===== config.mk =====
export PLATFORM = sky130hd
export DESIGN_NAME = gw_word_port
export DESIGN_NICKNAME = d
export VERILOG_FILES = /design/src/shared/gw_pkg.sv /design/src/verilog/gw_word_port.sv
export SDC_FILE = /design/constraint.sdc
export NUM_CORES = 1
export LEC_CHECK = 0
export BUFFER_PORTS_ARGS = -buffer_cell sky130_fd_sc_hd__buf_4
export CORE_MARGIN = 4
export CORE_UTILIZATION = 45
export DETAILED_ROUTE_END_ITERATION = 6
export PLACE_DENSITY_LB_ADDON = 0.12
export SYNTH_ARGS = -nofsm -noshare
export SYNTH_HDL_FRONTEND = slang
export SYNTH_SLANG_ARGS = --single-unit

===== constraint.sdc =====
create_clock -name clk_sys_i -period 12.4 [get_ports clk_sys_i]
set_input_delay 1.86 -clock clk_sys_i [delete_from_list [all_inputs] [get_ports clk_sys_i]]
set_output_delay 1.86 -clock clk_sys_i [all_outputs]
set_load 0.01 [all_outputs]

===== src/shared/gw_pkg.sv =====
// constants of the gauge host word port
package gw_pkg;
    localparam logic [7:0]  ADDR_WR        = 8'h16;
    localparam logic [7:0]  ADDR_RD        = 8'h17;
    localparam logic [7:0]  OFS_TTE        = 8'h03;
    localparam logic [7:0]  OFS_TTF        = 8'h05;
    localparam logic [7:0]  OFS_PCT        = 8'h0d;
    localparam logic [7:0]  OFS_FLAGS      = 8'h19;
    localparam logic [7:0]  OFS_INST       = 8'h33;
    localparam logic [7:0]  OFS_MEAN       = 8'h34;
    localparam logic [7:0]  CRC_POLY       = 8'h07;
    localparam logic [7:0]  CRC_INIT       = 8'h00;
    localparam logic [15:0] FLAGS_RST      = 16'h0080;
    localparam logic [15:0] FLAGS_WR_MASK  = 16'hffbf;
    localparam int          RST_DET_BIT    = 7;
    localparam int          DISCH_BIT      = 6;
    localparam int          OVC_BIT        = 13;
    localparam int          OVD_BIT        = 10;
    localparam logic [15:0] NO_REP_DATA    = 16'hffff;
    localparam logic [15:0] UNMAPPED_DATA  = 16'h0000;
    localparam logic [6:0]  PCT_STEP       = 7'h0a;
    localparam logic [6:0]  PCT_FULL       = 7'h64;
    localparam logic [6:0]  CV_PCT         = 7'h50;
    localparam logic [15:0] CV_STEP        = 16'h0001;
    localparam int          AVG_SH         = 4;
    localparam logic signed [15:0] OVC_THR = 16'sh7000;
    localparam logic signed [15:0] OVD_THR = -16'sh7000;
    typedef enum logic [2:0] {
        ST_IDLE = 3'b000,
        ST_ADDR = 3'b001,
        ST_CMD  = 3'b010,
        ST_WLO  = 3'b011,
        ST_WHI  = 3'b100,
        ST_WCRC = 3'b101,
        ST_TX   = 3'b110,
        ST_WAIT = 3'b111
    } gw_state_t;
endpackage : gw_pkg


===== src/verilog/gw_word_port.sv =====
// gauge host word port: i2c slave, registers and time estimates
// What this block does
// power-on reset sets the reset-detected flag, bit 7 of battery flags.
// host clears the flag after start-up; reading 1 later means a reset.
// time_until_empty reports remaining time until charge reaches zero.
// learn time per 10% discharge drop, estimate from that rate.
// while charging, keep the discharge rate learned before.
// time_until_full reports total time to 100% over both charge phases.
// in constant-current charging learn the rise rate for the estimate.
// in constant-voltage charging each further 1% takes longer.
// current registers hold signed microvolts, positive charging.
// instant current holds the latest sample, used for current alarms.
// mean current holds a smoothed average of samples.
// host reads: address write, command, repeated start, read, nack crc.
// answer address 0x16 for write and 0x17 for read, ack bytes.
// read word goes low byte, high byte, then check byte.
// check byte covers every byte from first address to last data.
// a read with no repeated start after the command returns all ones.
// word write is address, command, low, high, crc, all acked, stop.
// crc-8 poly 0x07, init zero, no reflection, msb first.
// a word write with a wrong crc is dropped.
module gw_word_port
    import gw_pkg::*;
(
    input  wire logic        clk_sys_i,
    input  wire logic        nrst_i,
    input  wire logic        ce_i,
    input  wire logic        scl_i,
    input  wire logic        sda_i,
    output wire logic        sda_o,
    output wire logic        sda_oe_o,
    input  wire logic [6:0]  pct_i,
    input  wire logic        chg_i,
    input  wire logic        cv_i,
    input  wire logic        min_tick_i,
    input  wire logic [15:0] cur_sample_i,
    input  wire logic        cur_valid_i,
    output wire logic        reset_detected_o
);
    function automatic logic [7:0] crc8(input logic [7:0] c, input logic [7:0] d);
        logic [7:0] r;
        r = c;
        for (int i = 7; i >= 0; i--) begin
            r = (r[7] ^ d[i]) ? ({r[6:0], 1'b0} ^ CRC_POLY) : {r[6:0], 1'b0};
        end
        return r;
    endfunction : crc8

    function automatic logic [15:0] sat16(input logic [31:0] v);
        return (|v[31:16]) ? 16'hffff : v[15:0];
    endfunction : sat16

    // taper: k-th percent from the end costs rate plus k steps
    function automatic logic [31:0] cv_time(input logic [6:0] rem, input logic [15:0] rate);
        return 32'(rem) * 32'(rate) + 32'(CV_STEP) * ((32'(rem) * (32'(rem) + 32'd1)) >> 1);
    endfunction : cv_time

    // pin synchronisers; edges read stages two and three only
    logic [2:0] scl_s_r;
    logic [2:0] sda_s_r;
    always_ff @(posedge clk_sys_i or negedge nrst_i) begin
        if (!nrst_i) begin
            scl_s_r <= 3'h7;
            sda_s_r <= 3'h7;
        end else if (ce_i) begin
            scl_s_r <= {scl_s_r[1:0], scl_i};
            sda_s_r <= {sda_s_r[1:0], sda_i};
        end
    end
    logic scl_rise, scl_fall, bus_start, bus_stop, sda_in;
    assign sda_in    = sda_s_r[1];
    assign scl_rise  = ce_i & scl_s_r[1] & ~scl_s_r[2];
    assign scl_fall  = ce_i & ~scl_s_r[1] & scl_s_r[2];
    assign bus_start = ce_i & scl_s_r[1] & scl_s_r[2] & ~sda_s_r[1] & sda_s_r[2];
    assign bus_stop  = ce_i & scl_s_r[1] & scl_s_r[2] & sda_s_r[1] & ~sda_s_r[2];

    // gauge state
    logic [6:0]  pct_r, pct_nxt, ref_r, ref_nxt;
    logic [15:0] tmr_r, tmr_nxt, rate_dn_r, rate_dn_nxt, rate_up_r, rate_up_nxt;
    logic [15:0] tte_r, tte_nxt, ttf_r, ttf_nxt, inst_r, inst_nxt, mean_r, mean_nxt;
    logic [15:0] flags_r, flags_nxt;
    logic        dis_r, dis_nxt, chg_r, chg_nxt;
    // link state
    gw_state_t   st_r, st_nxt, nst_r, nst_nxt;
    logic [3:0]  bit_r, bit_nxt;
    logic [7:0]  sh_r, sh_nxt, cmd_r, cmd_nxt, crc_r, crc_nxt, tx_r, tx_nxt;
    logic [15:0] data_r, data_nxt;
    logic [1:0]  txi_r, txi_nxt;
    logic        oe_r, oe_nxt, rep_r, rep_nxt, nack_r, nack_nxt, wr_go;

    logic [15:0] rd_word;
    always_comb begin
        if (cmd_r == OFS_TTE) begin
            rd_word = tte_r;
        end else if (cmd_r == OFS_TTF) begin
            rd_word = ttf_r;
        end else if (cmd_r == OFS_PCT) begin
            rd_word = {9'h000, pct_r};
        end else if (cmd_r == OFS_FLAGS) begin
            rd_word = flags_r | (16'(dis_r) << DISCH_BIT);
        end else if (cmd_r == OFS_INST) begin
            rd_word = inst_r;
        end else if (cmd_r == OFS_MEAN) begin
            rd_word = mean_r;
        end else begin
            rd_word = UNMAPPED_DATA;
        end
    end

    always_comb begin
        logic [7:0] c;
        c        = crc8(crc_r, sh_r);
        st_nxt   = st_r;
        nst_nxt  = nst_r;
        bit_nxt  = bit_r;
        sh_nxt   = sh_r;
        cmd_nxt  = cmd_r;
        crc_nxt  = crc_r;
        tx_nxt   = tx_r;
        data_nxt = data_r;
        txi_nxt  = txi_r;
        oe_nxt   = oe_r;
        rep_nxt  = rep_r;
        nack_nxt = nack_r;
        wr_go    = 1'b0;
        if (bus_start) begin
            // park in an ack slot so the start's own scl fall is not counted as a bit
            st_nxt  = ST_ADDR;
            nst_nxt = ST_ADDR;
            bit_nxt = 4'h8;
            oe_nxt  = 1'b0;
            rep_nxt = (st_r == ST_WLO) && (bit_r == 4'h0);
            crc_nxt = rep_nxt ? crc_r : CRC_INIT;
        end else if (bus_stop) begin
            st_nxt  = ST_IDLE;
            oe_nxt  = 1'b0;
            rep_nxt = 1'b0;
        end else if (scl_rise) begin
            if (st_r == ST_TX) begin
                if (bit_r == 4'h8) nack_nxt = sda_in;
            end else if (bit_r < 4'h8) begin
                sh_nxt = {sh_r[6:0], sda_in};
            end
        end else if (scl_fall && st_r != ST_IDLE && st_r != ST_WAIT) begin
            if (st_r == ST_TX) begin
                if (bit_r < 4'h7) begin
                    bit_nxt = bit_r + 4'h1;
                    oe_nxt  = ~tx_r[3'(3'd6 - bit_r[2:0])];
                end else if (bit_r == 4'h7) begin
                    bit_nxt = 4'h8;
                    oe_nxt  = 1'b0;
                end else if (nack_r || txi_r == 2'd2) begin
                    st_nxt = ST_WAIT;
                    oe_nxt = 1'b0;
                end else begin
                    c       = crc8(crc_r, tx_r);
                    crc_nxt = c;
                    tx_nxt  = (txi_r == 2'd0) ? data_r[15:8] : c;
                    txi_nxt = txi_r + 2'd1;
                    bit_nxt = 4'h0;
                    oe_nxt  = ~tx_nxt[7];
                end
            end else if (bit_r < 4'h7) begin
                bit_nxt = bit_r + 4'h1;
            end else if (bit_r == 4'h8) begin
                bit_nxt = 4'h0;
                st_nxt  = nst_r;
                oe_nxt  = (nst_r == ST_TX) ? ~tx_r[7] : 1'b0;
            end else begin
                bit_nxt = 4'h8;
                oe_nxt  = 1'b1;
                nst_nxt = ST_WAIT;
                crc_nxt = c;
                case (st_r)
                    ST_ADDR: begin
                        if (sh_r == ADDR_WR) begin
                            nst_nxt = ST_CMD;
                        end else if (sh_r == ADDR_RD) begin
                            nst_nxt  = ST_TX;
                            data_nxt = rep_r ? rd_word : NO_REP_DATA;
                            tx_nxt   = data_nxt[7:0];
                            txi_nxt  = 2'd0;
                            nack_nxt = 1'b0;
                        end else begin
                            oe_nxt  = 1'b0;
                            crc_nxt = crc_r;
                        end
                    end
                    ST_CMD: begin
                        cmd_nxt = sh_r;
                        nst_nxt = ST_WLO;
                    end
                    ST_WLO: begin
                        data_nxt[7:0] = sh_r;
                        nst_nxt       = ST_WHI;
                    end
                    ST_WHI: begin
                        data_nxt[15:8] = sh_r;
                        nst_nxt        = ST_WCRC;
                    end
                    default: begin
                        wr_go = (sh_r == crc_r);
                    end
                endcase
            end
        end
    end

    always_ff @(posedge clk_sys_i or negedge nrst_i) begin
        if (!nrst_i) begin
            st_r   <= ST_IDLE;
            nst_r  <= ST_IDLE;
            bit_r  <= 4'h0;
            sh_r   <= 8'h00;
            cmd_r  <= 8'h00;
            crc_r  <= CRC_INIT;
            tx_r   <= 8'h00;
            data_r <= 16'h0000;
            txi_r  <= 2'd0;
            oe_r   <= 1'b0;
            rep_r  <= 1'b0;
            nack_r <= 1'b0;
        end else if (ce_i) begin
            st_r   <= st_nxt;
            nst_r  <= nst_nxt;
            bit_r  <= bit_nxt;
            sh_r   <= sh_nxt;
            cmd_r  <= cmd_nxt;
            crc_r  <= crc_nxt;
            tx_r   <= tx_nxt;
            data_r <= data_nxt;
            txi_r  <= txi_nxt;
            oe_r   <= oe_nxt;
            rep_r  <= rep_nxt;
            nack_r <= nack_nxt;
        end
    end

    // open drain: only ever pulls low
    assign sda_o            = 1'b0;
    assign sda_oe_o         = oe_r;
    assign reset_detected_o = flags_r[RST_DET_BIT];

    always_comb begin
        logic signed [16:0] diff;
        diff        = 17'($signed(cur_sample_i)) - 17'($signed(mean_r));
        pct_nxt     = pct_i;
        chg_nxt     = chg_i;
        dis_nxt     = ~chg_i;
        ref_nxt     = ref_r;
        tmr_nxt     = (min_tick_i && tmr_r != 16'hffff) ? tmr_r + 16'h1 : tmr_r;
        rate_dn_nxt = rate_dn_r;
        rate_up_nxt = rate_up_r;
        inst_nxt    = cur_valid_i ? cur_sample_i : inst_r;
        mean_nxt    = cur_valid_i ? 16'($signed(mean_r) + (diff >>> AVG_SH)) : mean_r;
        if (dis_nxt != dis_r) begin
            ref_nxt = pct_i;
            tmr_nxt = 16'h0;
        end else if (dis_r && {1'b0, pct_i} + {1'b0, PCT_STEP} <= {1'b0, ref_r}) begin
            rate_dn_nxt = tmr_r / 16'd10;
            ref_nxt     = pct_i;
            tmr_nxt     = 16'h0;
        end else if (!dis_r && !cv_i && {1'b0, pct_i} >= {1'b0, ref_r} + {1'b0, PCT_STEP}) begin
            rate_up_nxt = tmr_r / 16'd10;
            ref_nxt     = pct_i;
            tmr_nxt     = 16'h0;
        end
        tte_nxt = sat16(32'(pct_r) * 32'(rate_dn_r));
        if (pct_r >= PCT_FULL) begin
            ttf_nxt = 16'h0;
        end else if (cv_i || pct_r >= CV_PCT) begin
            ttf_nxt = sat16(cv_time(PCT_FULL - pct_r, rate_up_r));
        end else begin
            ttf_nxt = sat16(32'(CV_PCT - pct_r) * 32'(rate_up_r)
                            + cv_time(PCT_FULL - CV_PCT, rate_up_r));
        end
        flags_nxt = wr_go && cmd_r == OFS_FLAGS ? (data_r & FLAGS_WR_MASK) : flags_r;
        // alarm sets after the write so a same-cycle clear loses
        if (cur_valid_i && $signed(cur_sample_i) > OVC_THR) flags_nxt[OVC_BIT] = 1'b1;
        if (cur_valid_i && $signed(cur_sample_i) < OVD_THR) flags_nxt[OVD_BIT] = 1'b1;
    end

    always_ff @(posedge clk_sys_i or negedge nrst_i) begin
        if (!nrst_i) begin
            pct_r     <= 7'h00;
            ref_r     <= 7'h00;
            tmr_r     <= 16'h0;
            rate_dn_r <= 16'h0;
            rate_up_r <= 16'h0;
            tte_r     <= 16'h0;
            ttf_r     <= 16'h0;
            inst_r    <= 16'h0;
            mean_r    <= 16'h0;
            flags_r   <= FLAGS_RST;
            // starts as charging so the first enabled edge seeds the learning reference when chg_i is low
            dis_r     <= 1'b0;
            chg_r     <= 1'b0;
        end else if (ce_i) begin
            pct_r     <= pct_nxt;
            ref_r     <= ref_nxt;
            tmr_r     <= tmr_nxt;
            rate_dn_r <= rate_dn_nxt;
            rate_up_r <= rate_up_nxt;
            tte_r     <= tte_nxt;
            ttf_r     <= ttf_nxt;
            inst_r    <= inst_nxt;
            mean_r    <= mean_nxt;
            flags_r   <= flags_nxt;
            dis_r     <= dis_nxt;
            chg_r     <= chg_nxt;
        end
    end
endmodule : gw_word_port


# [Yosys cells after proc, flatten, opt, wreduce, memory -nomap -nowiden]
# Cells that the tools add are included.
# Widths: inputs -> output; s select.
[op_classes] add_sub_neg=14 multipliers=5 div_mod_pow=1 magnitude_cmp=9 n_eq_ne=49 mux=141 bitwise=57 n_reduce_logical=56
[ops] cell="$mux 16" n=18
[ops] cell="$mux 8" n=24
[ops] cell="$mux 3" n=34
[ops] cell="$mul 7x16->23" n=2
[ops] cell="$not 3->3" n=15
[ops] cell="$mux 4" n=10
[ops] cell="$mux 1" n=38
[ops] cell="$pmux 8 s2" n=2
[ops] cell="$reduce_or 16->1" n=2
[ops] cell="$ne 2x2->1 const B" n=15
[ops] cell="$add 25x23->26" n=1
[ops] cell="$mul 8x17->25" n=1
[ops] cell="$add 23x14->24" n=1
[ops] cell="$eq 8x5->1 const B" n=3
[ops] cell="$reduce_and 12->1" n=2
[ops] cell="$add 21x8->22 const B" n=1
[ops] cell="$reduce_and 11->1" n=2
[ops] cell="$reduce_bool 2->1" n=11
[ops] cell="$mux 7" n=3
[ops] cell="$mul 3x16->19 const A" n=1
[ops] cell="$mux 2" n=9
[ops] cell="$sub 16x16->17" n=1
[ops] cell="$add 16x1->16 const B" n=1
[ops] cell="$add 16x13->16" n=1
[ops] cell="61 further kinds" n=134
[word_totals] regBits=211 inputBits=32 output_inout_bits=3 word_cells=360

# [Logic depth before layout (Yosys ltp)]
[depth] depth_word=26 ltp_mapped=44 ltp_nobuf=42

# [Worst setup path before layout]
# Ideal clock, no wire load.
[synth_path] path_kind="register to register" from="register pct_r[0]" to="register ttf_r[12]" setup_ps=87 arrival_ps=9463 required_time_ps=12313 setup_slack_ps=2850 path_stages_with_launch=42 n_path_buf=3 synth_period_minus_slack_ps=9550 path_cell_list="dfrtp_1 clkinv_1 ha_1 nor2_1 nor2_1 xnor2_1 clkbuf_1 clkbuf_1 ha_1 nand2b_1 fa_1 inv_1 ha_1 inv_1 fa_1 fa_1 inv_1 ha_1 (+6 left out) fa_1 inv_1 ha_1 o21ai_0 a21boi_0 o21ai_0 a21boi_0 o21ai_0 a21boi_0 o21ai_0 a21oi_1 o211a_1 o21ai_0 and4_1 o211ai_1 clkbuf_1 o21ai_0 a22oi_1"
[synth_between] elab_chain_cells=8 word_cells_on_any_way=17 classes_between="5 x add/sub; 3 x mul; 2 x order compare; 4 x mux; 3 x reduce/logical"
[synth_lines] item="start, declared" line_no="gw_word_port.sv:78" rtl="logic [6:0] pct_r, pct_nxt, ref_r, ref_nxt;"
[synth_lines] item="start signal, assigned" line_no="gw_word_port.sv:299" rtl="pct_r <= pct_nxt;"
[synth_lines] item="$sub 7x7->7" line_no="gw_word_port.sv:272" rtl="ttf_nxt = sat16(cv_time(PCT_FULL - pct_r, rate_up_r));"
[synth_lines] item="$add 7x1->8" line_no="gw_word_port.sv:55" rtl="return 32'(rem) * 32'(rate) + 32'(CV_STEP) * ((32'(rem) * (32'(rem) + 32'd1)) >> 1);"
[synth_lines] item="$mul 7x8->15" line_no="gw_word_port.sv:55"
[synth_lines] item="$add 23x14->24" line_no="gw_word_port.sv:55"
[synth_lines] item="$reduce_or 16->1" line_no="gw_word_port.sv:50" rtl="return (|v[31:16]) ? 16'hffff : v[15:0];"
[synth_lines] item="$mux 16" line_no="gw_word_port.sv:50"
[synth_lines] item="$mux 16" line_no="gw_word_port.sv:271" rtl="end else if (cv_i || pct_r >= CV_PCT) begin"
[synth_lines] item="$mux 16 (*)" line_no="gw_word_port.sv:269" rtl="if (pct_r >= PCT_FULL) begin"
[synth_lines] item="end signal, assigned" line_no="gw_word_port.sv:305" rtl="ttf_r <= ttf_nxt;"
[synth_lines] item="end, declared" line_no="gw_word_port.sv:80" rtl="logic [15:0] tte_r, tte_nxt, ttf_r, ttf_nxt, inst_r, inst_nxt, mean_r, mean_nxt;"
# Mark *: on every way between the ends. The rest lies on a longest branch, timed or not.
# A chain may end at the register's enable or synchronous reset.

# [Worst setup path in the final report]
[layout_path] from="register pct_r[0]" to="register ttf_r[10]"
# Same word-level chain as after synthesis.

==> impl_metrics.yaml <==
routing:
  detail-route-antenna-nets: 0
  vias: 21400
  first_iter_violations: 1279
  drt_wl_total_um: 70000
  drtPass1Iterations: 5
  drcViolationCount: 0
  avgRoutedWirePerCell_um: 18.2
  vias_per_cell: 5.58
timing:
  report.final.setup_viol: 0
  rsz0062_at_grt: "no"
  hold_violations: 0
  worstMarginPinSlew_ns: 1.17
  setup-tns-final_ns: 0
  max_slew_margin_pct: 21.5
  fin_crit_sh_pct: 90.4
  fmax_mhz: 89.3
  slew_viol_final: 0
  fin_crit_ns: 11.20
  fin_worst_skew_ns: 0.0285
cts:
  insertion_delay_ns: 0.58
  cts_root_buffer: "clkbuf_16"
  cts_tree: "yes"
  cts_hold_buf: 0
  clock_path_buffers: 3
  htreeDepth: 1
  numCtsBuffers: 27
  clk_pin_slew_ns: 0.07
  clock_sinks: 204
  ctsResizeCount: 0
  post_cts_buffers: 0
setup_path:
  cp_slowest_cell: "xnor2_2"
  path_class: "flop to flop"
  path_buf_inv: 6
  cpPeakStageDelay_ns: 0.88
  cp_max_fo: 36
  cp-end-kind: "flop"
  startpoint_type: "flop"
  cpMostUsedCell: "fa_1"
  critPathRequiredTime_ns: 12.89
  cp_top_family: "adder cells"
  cp.arrival_ns: 11.69
global_routing:
  grt_max_degree: 78
  grt_pass1_vias: 22300
  antenna_found_initial: 0
  gr-total-overflow: 0
  grt_first_pass_wirelength_um: 117000
  grt_use_total_pct: 22.3
finish:
  n_antenna_cell: 0
  syn2layout_area_growth_pct: 6.86
  final_nets: 3599
  drive_gt1_share_pct: 7.96
floorplan:
  initial_core_util_pct: 45.8
  fp-row-count: 88
  die_h_um: 252
  die_w_um: 252
  ios: 35
  die-area_um2: 63300
  coreArea_um2: 58200
synth:
  ys_seq_elements: 204
  netlist-cell-type-count: 102
  async_reset_ff_share_pct: 100
  yosys_most_used_dff: "dfrtp_1"
  yosysSeqAreaShare_pct: 19.2
  synth_warnings: 0
  ys_top_cells_by_count: "inv_1 (449), nand2_1 (334), ha_1 (271)"
  netlist_area_um2: 26700
  syn_area_per_cell_um2: 8.62
  yosysTopAreaCellShare_pct: 18.5
  synth_area_leaders: "dfrtp_1 (18%), fa_1 (18%), ha_1 (13%)"
  synth_edf_count: 0
  synth_most_common_cell: "inv_1"
  synth_nets: 3636
  synthCells: 3096
  yosysTopAreaCell: "dfrtp_1"
job:
  drv_cap: 0
placed_design:
  portBuffers: 33
  gp_congestion: 0.875
  dpl.hpwl_um: 54400
status:
  status: "finished, final reports clean"
hold_path:
  hp-class: "flop to flop"
==> cell type report <==
cell class,instances,area (µm²)
clock buffers,36,739
well taps,765,957
flip-flops and latches,204,5110
repair buffers,72,547
clock inverters,12,131
multi-input cells,2299,19300
inverters,455,1710
fillers,5632,29700
==> worst register-to-register path, delay by kind of cell, from the launching register on <==
| family | cells | cell delay (ns) |
|---|---|---|
| fa+ha+maj | 11 | 4.97 |
| flops | 1 | 0.32 |
| compound gates | 14 | 2.91 |
| xor+xnor | 2 | 1.07 |
| simple gates | 4 | 0.72 |
| buf+inv | 6 | 1.15 |
==> cell families after synthesis <==
kind of cell / Yosys count / share of synthesized area (%)
and+or+nand+nor: 913 / 17.0
AOI/OAI and AO/OA: 605 / 14.9
buffers and inverters: 593 / 8.59
adders and majority gates: 509 / 30.5
DFF: 204 / 19.2
xor gates and xnor gates: 180 / 5.91
muxes: 90 / 3.88
other: 2 / 0.0281
==> through the flow <==
step	hold slack [ns]	setup WS, ns	std cells	util (%)	instance area [µm²]
finish	0.475	1.20	3843	49.0	28500
global placement	0.458	1.77	3795	47.5	27600
detailed placement	0.464	1.41	3795	47.5	27600
CTS	0.478	1.37	3843	49.0	28500
floorplan	0.444	2.85	3096	-	26700
global route	0.487	0.303	3843	49.0	28500
==> final timing paths <==
path,startpoint,to,slack (ns),cells past startpoint
worst max-delay path,pct_r[0],ttf_r[10],1.20,37
worst min-delay path,data_r[0],data_r[0],0.48,1
worst max register to register,pct_r[0],ttf_r[10],1.20,37
worst min register to register,data_r[0],data_r[0],0.48,1
max in group asynchronous,nrst_i,ttf_r[0],9.68,2
min in group asynchronous,nrst_i,bit_r[1],1.28,1
==> placed cells by master, fill, tap and decap left out, types with 14 or more instances in the layout <==
cell type	count
o21ai_0	147
a31oi_1	33
xor2_1	46
nor3_1	34
mux2_2	73
or2_2	15
a21oi_1	132
and2_1	107
nor2b_1	33
nor2_1	164
xnor2_1	132
buf_4	71
inv_1	449
a21o_1	35
dfrtp_1	197
and3_1	14
a211oi_1	15
a221oi_1	17
nor4_1	22
ha_1	271
clkbuf_16	27
o211ai_1	21
nand2b_1	51
nand2_1	334
nand4_1	22
nand3_1	42
fa_1	237
o21bai_1	41
a22oi_1	24
==> flip-flops by register name, summed over array words and instances (netlist names), 13 cells and up <==
register   count
rate_dn_r     13
data_r        15
tmr_r         16
tte_r         16
mean_r        16
inst_r        16
ttf_r         16
rate_up_r     13
flags_r       15
==> routing by layer <==
layer,wire length [µm],global-route usage [%],vias to the layer above
met4,1770,5.36,0
met5,0,0,-
met2,33100,38.1,470
met1,32200,30.6,10600
met3,3020,2.70,98
li1,-,-,10300
Power is left out: the tool's default activity adds up to more than one toggle a clock period on the data nets, which glitch-free logic cannot reach.
